`src/include/dasm_pkg.sv`:
```
// Constants and carrier types of the dual axis standstill monitor.
// Assumes one 20 MHz core clock and word-wide AHB-Lite register access.
package dasm_pkg;
  // Core clock, time base tick and measurement gate.
  localparam int unsigned CLK_HZ     = 20_000_000; // Core clock rate in Hz.
  localparam int unsigned TICK_US    = 1000;       // Tick period in microseconds.
  localparam int unsigned TICK_CYC   = CLK_HZ / 1_000_000 * TICK_US; // Cycles per tick.
  localparam int unsigned GATE_TICKS = 1000;       // Ticks per gate, so counts read in Hz.
  localparam logic [15:0] DIFF_MIN_HZ = 16'h0002;  // A track mismatch counts only above this frequency.
  // Geometry.
  localparam int NAX  = 2; // Monitored axes.
  localparam int NSIG = 4; // Signals per axis.
  localparam int NSPD = 8; // Selectable speed limits.
  localparam int SIG_A  = 0; // Encoder track A.
  localparam int SIG_B  = 1; // Encoder track B.
  localparam int SIG_P1 = 2; // First proximity input.
  localparam int SIG_P2 = 3; // Second proximity input.
  // Input arrangement codes.
  localparam logic [1:0] IN_ENC   = 2'h0; // One encoder.
  localparam logic [1:0] IN_PROX  = 2'h1; // Two proximity switches.
  localparam logic [1:0] IN_COMBO = 2'h2; // Encoder plus one switch.
  // Register byte offsets and table pages.
  localparam logic [7:0] ADDR_CFG0   = 8'h00;
  localparam logic [7:0] ADDR_CFG1   = 8'h04;
  localparam logic [7:0] ADDR_STAND0 = 8'h08;
  localparam logic [7:0] ADDR_STAND1 = 8'h0C;
  localparam logic [7:0] ADDR_STATUS = 8'h10;
  localparam logic [2:0] PAGE_SPEED  = 3'h1; // Speed limits at 0x20 to 0x3C.
  localparam logic [2:0] PAGE_FREQ   = 3'h2; // Measured rates at 0x40 to 0x5C.
  // Reset values.
  localparam logic [31:0] CFG_RST   = 32'h0000_0000;
  localparam logic [15:0] STAND_RST = 16'h0001;
  localparam logic [15:0] SPEED_RST = 16'h0064;
  // Per-axis configuration word.
  typedef struct packed {
    logic [15:0] delay;     // Overspeed switch-off delay in ticks.
    logic [7:0]  rsv;       // Reads back as written.
    logic [2:0]  speed_sel; // Selected speed limit.
    logic        rst_mode;  // Reset mode, held for the base unit.
    logic        ax_type;   // Axis type, held for the base unit.
    logic        shear_en;  // Broken shearpin check enable.
    logic [1:0]  in_type;   // Input arrangement.
  } dasm_cfg_t;
  // Encoder connector tracks.
  typedef struct packed {
    logic b;
    logic a;
  } dasm_enc_t;
  // Per-axis result to the base unit.
  typedef struct packed {
    logic shear;
    logic fault;
    logic dir;
    logic speed_ok;
    logic standstill;
  } dasm_axis_t;
  // Whole state of the monitor.
  typedef struct packed {
    logic [15:0]                tick_cnt;
    logic [9:0]                 gate_cnt;
    logic [NAX*NSIG-1:0][15:0]  edges;
    logic [NAX*NSIG-1:0][15:0]  freq;
    logic [NAX*NSIG-1:0]        prev;
    dasm_cfg_t [NAX-1:0]        cfg;
    logic [NAX-1:0][15:0]       stand;
    logic [NSPD-1:0][15:0]      speed;
    logic [NAX-1:0][15:0]       ovs_cnt;
    dasm_axis_t [NAX-1:0]       out;
    logic                       wr_pend;
    logic [7:0]                 wr_addr;
    logic [31:0]                rdata;
  } dasm_state_t;
endpackage

```
`src/core/dasm_monitor.sv`:
```
// Dual axis standstill, speed and direction monitor with AHB-Lite registers.
// Assumes all pulse inputs are already synchronous to CORE_CLK.
//
// Implementation choices: the register offsets and the AHB-Lite interface to the registers.
`timescale 1ns/100ps
module dasm_monitor #(
  parameter int unsigned TICK_CYC = dasm_pkg::TICK_CYC // Cycles per time base tick.
) (
  input  wire logic                CORE_CLK,
  input  wire logic                RST,
  input  wire dasm_pkg::dasm_enc_t ENCODER_PORT_AXIS_ONE,
  input  wire dasm_pkg::dasm_enc_t ENCODER_PORT_AXIS_TWO,
  input  wire logic                PROX_IN_AXIS_ONE_FIRST,
  input  wire logic                PROX_IN_AXIS_ONE_SECOND,
  input  wire logic                PROX_IN_AXIS_TWO_FIRST,
  input  wire logic                PROX_IN_AXIS_TWO_SECOND,
  output dasm_pkg::dasm_axis_t     AXIS_ONE_STATUS,
  output dasm_pkg::dasm_axis_t     AXIS_TWO_STATUS,
  input  wire logic                HSEL,
  input  wire logic [31:0]         HADDR,
  input  wire logic [1:0]          HTRANS,
  input  wire logic                HWRITE,
  input  wire logic [2:0]          HSIZE,
  input  wire logic [31:0]         HWDATA,
  input  wire logic                HREADY,
  output logic                     HREADYOUT,
  output logic                     HRESP,
  output logic [31:0]              HRDATA
);
  import dasm_pkg::*;

  dasm_state_t              st;      // Registered state.
  dasm_state_t              nx;      // Next state.
  logic [NAX*NSIG-1:0]      sig;     // All pulse inputs, axis-major.
  logic [NAX*NSIG-1:0]      rise;    // Rising edge per input.
  logic                     tick;    // One-cycle time base enable.
  logic                     gate_end; // Last tick of a gate window.
  logic                     addr_ok; // Address phase of a valid transfer.
  logic [NAX-1:0]           still_c; // Standstill by measurement.
  logic [NAX-1:0]           diff_c;  // Pair mismatch or bad arrangement.
  logic [NAX-1:0]           shear_c; // Broken shearpin seen.
  logic [NAX-1:0]           ovs_c;   // Any used signal above the limit.
  logic [NAX-1:0]           safe_c;  // Fault forcing the safe state.

  // Encoder connector one feeds axis one, connector two feeds axis two.
  assign sig = {PROX_IN_AXIS_TWO_SECOND, PROX_IN_AXIS_TWO_FIRST,
                ENCODER_PORT_AXIS_TWO.b, ENCODER_PORT_AXIS_TWO.a,
                PROX_IN_AXIS_ONE_SECOND, PROX_IN_AXIS_ONE_FIRST,
                ENCODER_PORT_AXIS_ONE.b, ENCODER_PORT_AXIS_ONE.a};
  assign rise = sig & ~st.prev;
  assign tick = st.tick_cnt == 16'(TICK_CYC - 1);
  assign gate_end = tick && (st.gate_cnt == 10'(GATE_TICKS - 1));
  assign addr_ok = HSEL && HREADY && HTRANS[1];

  // The slave never stalls and never errors.
  assign HREADYOUT = 1'b1;
  assign HRESP = 1'b0;
  assign HRDATA = st.rdata;
  assign AXIS_ONE_STATUS = st.out[0];
  assign AXIS_TWO_STATUS = st.out[1];

  // Read multiplexer, sampled in the address phase so data come from a flop.
  function automatic logic [31:0] rd_word(input dasm_state_t s, input logic [31:0] a);
    logic [31:0] w;
    w = 32'h0000_0000;
    if (a[31:8] == 24'h00_0000) begin
      case (a[7:0])
        ADDR_CFG0: w = s.cfg[0];
        ADDR_CFG1: w = s.cfg[1];
        ADDR_STAND0: w = {16'h0000, s.stand[0]};
        ADDR_STAND1: w = {16'h0000, s.stand[1]};
        ADDR_STATUS: w = {16'h0000, 3'h0, s.out[1], 3'h0, s.out[0]};
        default: begin
          // Tables; any other address reads as zero.
          if (a[7:5] == PAGE_SPEED) begin
            w = {16'h0000, s.speed[a[4:2]]};
          end else if (a[7:5] == PAGE_FREQ) begin
            w = {16'h0000, s.freq[a[4:2]]};
          end
        end
      endcase
    end
    return w;
  endfunction

  // Per-axis evaluation of the measured rates.
  for (genvar i = 0; i < NAX; i++) begin : g_axis
    logic [NSIG-1:0] lo;  // Below the standstill frequency.
    logic [NSIG-1:0] hi2; // Above standstill and above the mismatch floor.
    logic [NSIG-1:0] os;  // Above the selected speed limit.
    logic [15:0]     lim; // Selected speed limit.
    logic            enc; // Encoder only.
    logic            prx; // Two switches.
    logic            cmb; // Encoder with one switch.
    logic            ab_d; // Track A and B disagree.
    logic            pp_d; // Switches disagree.

    // Compare each signal on its own against all three thresholds.
    always_comb begin
      lim = st.speed[st.cfg[i].speed_sel];
      for (int k = 0; k < NSIG; k++) begin
        lo[k] = st.freq[i*NSIG+k] < st.stand[i];
        hi2[k] = !lo[k] && (st.freq[i*NSIG+k] > DIFF_MIN_HZ);
        os[k] = st.freq[i*NSIG+k] > lim;
      end
    end

    assign enc = st.cfg[i].in_type == IN_ENC;
    assign prx = st.cfg[i].in_type == IN_PROX;
    assign cmb = st.cfg[i].in_type == IN_COMBO;
    assign ab_d = (lo[SIG_A] != lo[SIG_B]) && (hi2[SIG_A] || hi2[SIG_B]);
    assign pp_d = (lo[SIG_P1] != lo[SIG_P2]) && (hi2[SIG_P1] || hi2[SIG_P2]);

    // A combined axis votes two of three and never reads the second switch.
    assign still_c[i] = enc ? (lo[SIG_A] && lo[SIG_B]) :
                        prx ? (lo[SIG_P1] && lo[SIG_P2]) :
                        cmb ? ((lo[SIG_A] && lo[SIG_B]) || (lo[SIG_A] && lo[SIG_P1]) ||
                               (lo[SIG_B] && lo[SIG_P1])) : 1'b0;

    // Fast switch with both tracks still means the shaft has parted.
    assign shear_c[i] = cmb && st.cfg[i].shear_en && lo[SIG_A] && lo[SIG_B] &&
                        !lo[SIG_P1];

    // An unknown arrangement is treated as a fault so it can never look healthy.
    assign diff_c[i] = ((enc || cmb) && ab_d) || (prx && pp_d) ||
                       !(enc || prx || cmb);

    assign ovs_c[i] = enc ? (os[SIG_A] || os[SIG_B]) :
                      prx ? (os[SIG_P1] || os[SIG_P2]) :
                      (os[SIG_A] || os[SIG_B] || os[SIG_P1]);
    assign safe_c[i] = shear_c[i] || diff_c[i];

  end

  // Next-state logic for measurement, results and the register slave.
  always_comb begin
    nx = st;
    nx.wr_pend = 1'b0;

    // Time base divider and gate window counter.
    nx.tick_cnt = tick ? 16'h0000 : st.tick_cnt + 16'h0001;
    if (gate_end) begin
      nx.gate_cnt = 10'h000;
    end else if (tick) begin
      nx.gate_cnt = st.gate_cnt + 10'h001;
    end

    // Count rising edges per input; a full gate gives the rate in Hz.
    nx.prev = sig;
    for (int s = 0; s < NAX*NSIG; s++) begin
      if (gate_end) begin
        nx.freq[s] = st.edges[s];
        nx.edges[s] = {15'h0000, rise[s]};
      end else if (rise[s] && (st.edges[s] != 16'hFFFF)) begin
        // Saturate rather than wrap, so a very fast input still reads fast.
        nx.edges[s] = st.edges[s] + 16'h0001;
      end
    end

    // Results per axis; all but the direction are rebuilt every cycle, so a fault clears itself.
    for (int i = 0; i < NAX; i++) begin
      // A rising edge of A with B low counts as forward.
      if (rise[i*NSIG+SIG_A]) begin
        nx.out[i].dir = !sig[i*NSIG+SIG_B];
      end
      // Delay counter restarts whenever the overspeed goes away.
      if (!ovs_c[i]) begin
        nx.ovs_cnt[i] = 16'h0000;
      end else if (tick && (st.ovs_cnt[i] < st.cfg[i].delay)) begin
        nx.ovs_cnt[i] = st.ovs_cnt[i] + 16'h0001;
      end
      nx.out[i].shear = shear_c[i];
      nx.out[i].fault = diff_c[i];
      nx.out[i].standstill = still_c[i] && !safe_c[i];
      nx.out[i].speed_ok = !safe_c[i] &&
                           !(ovs_c[i] && (st.ovs_cnt[i] >= st.cfg[i].delay));
    end

    // Data phase of a write: store into the decoded register.
    if (st.wr_pend) begin
      case (st.wr_addr)
        ADDR_CFG0: nx.cfg[0] = HWDATA;
        ADDR_CFG1: nx.cfg[1] = HWDATA;
        ADDR_STAND0: nx.stand[0] = HWDATA[15:0];
        ADDR_STAND1: nx.stand[1] = HWDATA[15:0];
        default: begin
          // Speed table; status and rates are read only.
          if (st.wr_addr[7:5] == PAGE_SPEED) begin
            nx.speed[st.wr_addr[4:2]] = HWDATA[15:0];
          end
        end
      endcase
    end

    // Address phase: latch writes and fetch read data.
    if (addr_ok) begin
      // Writes above the map are dropped by clearing the pending flag.
      nx.wr_pend = HWRITE && (HADDR[31:8] == 24'h00_0000);
      nx.wr_addr = HADDR[7:0];
      nx.rdata = rd_word(st, HADDR);
    end
  end

  // State register with synchronous reset; results start in the safe state.
  always_ff @(posedge CORE_CLK) begin
    if (RST) begin
      st <= '0;
      st.cfg <= {NAX{CFG_RST}};
      st.stand <= {NAX{STAND_RST}};
      st.speed <= {NSPD{SPEED_RST}};
    end else begin
      st <= nx;
    end
  end
endmodule

```
`config.mk`:
```
export PLATFORM = sky130hd
export DESIGN_NAME = dasm_monitor
export DESIGN_NICKNAME = d
export VERILOG_FILES = /design/src/include/dasm_pkg.sv /design/src/core/dasm_monitor.sv
export SDC_FILE = /design/constraint.sdc
export NUM_CORES = 2
export LEC_CHECK = 0
export ABC_AREA = 1
export BUFFER_PORTS_ARGS = -buffer_cell sky130_fd_sc_hd__buf_4
export CORE_UTILIZATION = 30
export CTS_BUF_LIST = sky130_fd_sc_hd__clkbuf_4 sky130_fd_sc_hd__clkbuf_8 sky130_fd_sc_hd__clkbuf_16
export DETAILED_ROUTE_END_ITERATION = 8
export PLACE_DENSITY = 0.54
export SETUP_SLACK_MARGIN = 0.5
export SLEW_MARGIN = 0
export SYNTH_ARGS = -nofsm -noshare
export SYNTH_HDL_FRONTEND = slang
export SYNTH_SLANG_ARGS = --single-unit
```
`constraint.sdc`:
```
create_clock -name CORE_CLK -period 9.1 [get_ports CORE_CLK]
set_input_delay 0.455 -clock CORE_CLK [delete_from_list [all_inputs] [get_ports CORE_CLK]]
set_output_delay 0.455 -clock CORE_CLK [all_outputs]
set_load 0.05 [all_outputs]
```
==> results.toml <==
[logic_synthesis]
yosys.cell_count.top_type = "sky130_fd_sc_hd__nand2_1"
top_cell_type_s_share_of_synthesized_area = 0.343
post-synth-top-area-cell = "sky130_fd_sc_hd__dfxtp_1"
synth-edff-count = 0
yosysWarningCount = 0
postSynthCellCount = 4933
netlist_top_cells_area = "sky130_fd_sc_hd__dfxtp_1, sky130_fd_sc_hd__ha_1, sky130_fd_sc_hd__nand2_1"
yosys.cell_types.count = 50
async_flop_share = 0
avgSynthCellArea_sq_um = 7.06
yosys_register_bits = 597
synth_seq_area_share = 0.343
netlist_area_sq_um = 34800
synth_top_cells_by_count = "sky130_fd_sc_hd__nand2_1, sky130_fd_sc_hd__dfxtp_1, sky130_fd_sc_hd__a21oi_1, sky130_fd_sc_hd__inv_1, sky130_fd_sc_hd__o21ai_0"
synthesis.nets = 5311
synthFlopType = "sky130_fd_sc_hd__dfxtp_1"

[drt]
drcViolationCount = 21
vias = 34277
routed_via_density = 5.29
post_drt_wl_per_cell_um = 19.9
drtIter0Drc = 3257
drt_pre_antenna_iters = 9
wirelength_um = 129000
antenna_left = 0

[power_and_ir_drop]
static-leakage-power_nw = 15.3
intPower_w = 0.00448
p_seq_frac = 0.445
netSwitchingPower_w = 0.00146
pwr-share-clk = 0.511
power.share.switching = 0.245
vdd_ir_drop_max_uv = 117
power.density_cell_area_nw_per_um2 = 151
power.combinational.fraction = 0.045

[floorplan]
row_count = 124
design.core.area_sq_um = 115000
die_x_um = 343
die_area_sq_um = 117000
initial_utilization = 0.304
design.portCount = 126
die_height_um = 343

[sta]
final_min_period_over_clock_period = 0.538
finalCriticalPeriod_ps = 4890
fin_worst_skew_ps = 25.4
max_slew.worst_pin.slew_ps = 1230
maxSlewViolCount = 0
relSlewSlack = 0.172
setup_violations = 0
timing_hold_violations_final = 0
rsz_0062_raised_after_global_routing = "false"
setup-tns-final_ps = 0
max_clock_freq_ghz = 0.204
whs_ps = 39.8

[layout]
final_design_area_no_fill_sq_um = 39400
antennaDiodeCount = 0
fin_util = 0.344
stdcell_count = 6479
design.final.nets = 5287
layout-drive-gt1-share = 0.0723
final.fill_count = 12205
syn2layout_area_growth_pct = 13.2

[cts]
cts_hold_repair.buffers = 2
cts_tree = "done"
cts.sinks = 597
numCtsBuffers = 73
insertion_delay_ps = 650
cts-root-to-sink-buffers = 3
postCtsResizedCells = 0
h-tree-depth = 3
cts_post_setup_buffers_inserted = 0
clkSlewWorstSetupHoldPaths_ps = 60
clock-root-buffer = "sky130_fd_sc_hd__clkbuf_16"

[placed_design]
placement.io_buffers = 119
dpl_cell_area_sq_um = 36900
dp.final_hpwl_um = 91300
gp_congestion = 0.921
placedCellCount = 6344

[grt]
grt_antenna_before_repair = 4
grt_start_max_net_pins = 193
globalRoute.totalOverflow = 0
grt_usage = 0.214
first_global_vias = 31119
grt_first_pass_wirelength_um = 194000

[worst_setup_path]
critPathLaunch = "st[248]"
r2r-start = "st[248]"
worst_ep_arrival_time_ps = 5380
timing.setup.critical_path_class = "flip-flop to flip-flop"
endpoint_kind = "flip-flop"
crit_end = "st[58]"
reg_to_reg_critical_path_endpoint = "st[58]"
timing.critical_path.required_ps = 9580
critical_path_peak_fanout = 74
r2r.worst_path.cells = 18
reg2reg_setup_slack_ps = 4210
critPathLaunchType = "flip-flop"

[run]
cap_violations = 0

[run_status]
run_status = "finished with violations"
violations = "DRC"

[hold_path]
hold_path_class = "input port to flip-flop"
critical path, stage by stage (launching register included):
cell,delay (ps)
sky130_fd_sc_hd__dfxtp_2,570
sky130_fd_sc_hd__buf_4,710
sky130_fd_sc_hd__a21oi_1,140
sky130_fd_sc_hd__o21ai_0,110
sky130_fd_sc_hd__o21ai_0,110
sky130_fd_sc_hd__o21ai_0,930
sky130_fd_sc_hd__ha_1,420
sky130_fd_sc_hd__a21oi_1,150
sky130_fd_sc_hd__nor2_1,50
sky130_fd_sc_hd__nor3_1,240
sky130_fd_sc_hd__nand2_1,90
sky130_fd_sc_hd__nand2_1,60
sky130_fd_sc_hd__nand2_1,40
sky130_fd_sc_hd__nand2_1,70
sky130_fd_sc_hd__nand2_1,70
sky130_fd_sc_hd__nand2_1,50
sky130_fd_sc_hd__nand2_1,220
sky130_fd_sc_hd__nand2_1,580
sky130_fd_sc_hd__a21oi_1,90
metrics by stage:
step / power (W) / setup WS (ps)
after floorplan: 0.00284 / 6070
after CTS: 0.00599 / 4360
after detailed placement: 0.00296 / 4380
after global placement: 0.00296 / 4420
final: 0.00593 / 4210
after global routing: 0.00612 / 3870
layout make-up:
class,count,area (sq um),share of cell area
multi-input cells,3524,19700,0.500
inverters,529,1990,0.0506
flip-flops and latches,597,12000,0.303
repair buffers,184,1400,0.0356
clock buffers,100,2120,0.0537
clock inverters,33,345,0.00876
well taps,1512,1890,0.0480
kinds of logic after synthesis:
logic type	count (synthesis)	synth area share
and+or+nand+nor	1716	0.210
muxes	1	0.000288
buffers and inverters	812	0.0933
xor gates and xnor gates	35	0.00881
other	2	0.000216
AOI/OAI and AO/OA	1474	0.237
adders and majority gates	296	0.106
DFF	597	0.343
state kept, by name (all words and copies together) (netlist names):
name             cells
AXIS_TWO_STATUS      5
st                 555
AXIS_ONE_STATUS      5
HRDATA              32
worst min-delay path by stage:
stage,from,end,cells after the start,slack [ps]
6_report,ENCODER_PORT_AXIS_ONE[0],st[307],3,40
3_5_place_dp,st[581],st[581],1,440
5_1_grt,ENCODER_PORT_AXIS_ONE[0],st[307],3,40
2_1_floorplan,st[581],st[581],1,420
3_3_place_gp,st[581],st[581],1,440
4_1_cts,ENCODER_PORT_AXIS_ONE[0],st[307],3,10
power groups by stage:
stage               registers [W]  clock network (W)  logic, W
floorplan                 0.00269                  0  0.000145
global placement          0.00270                  0  0.000259
detailed placement        0.00270                  0  0.000260
CTS                       0.00264            0.00308  0.000262
global route              0.00264            0.00319  0.000283
finish                    0.00264            0.00303  0.000265
cells in the final DEF, fill, tap and decap left out, types with 47 or more instances in the layout:
master,n
sky130_fd_sc_hd__inv_1,506
sky130_fd_sc_hd__a211oi_1,145
sky130_fd_sc_hd__nor3_1,95
sky130_fd_sc_hd__nor4_1,47
sky130_fd_sc_hd__ha_1,296
sky130_fd_sc_hd__o21ai_0,501
sky130_fd_sc_hd__a21oi_1,583
sky130_fd_sc_hd__buf_4,180
sky130_fd_sc_hd__o22ai_1,81
sky130_fd_sc_hd__dfxtp_1,593
sky130_fd_sc_hd__nand3_1,170
sky130_fd_sc_hd__nand2_1,804
sky130_fd_sc_hd__clkbuf_16,73
sky130_fd_sc_hd__o211ai_1,57
sky130_fd_sc_hd__nand4_1,89
sky130_fd_sc_hd__nor2_1,441
layer usage:
layer  GRT usage  wire length (um)  vias to the layer above
li1            -                 -                    16907
met3      0.0402             10200                      217
met4      0.0693              3940                        6
met5           0                36                        -
met1       0.292             58200                    15970
met2       0.338             56700                     1177
(Power assumes the default switching activity.)
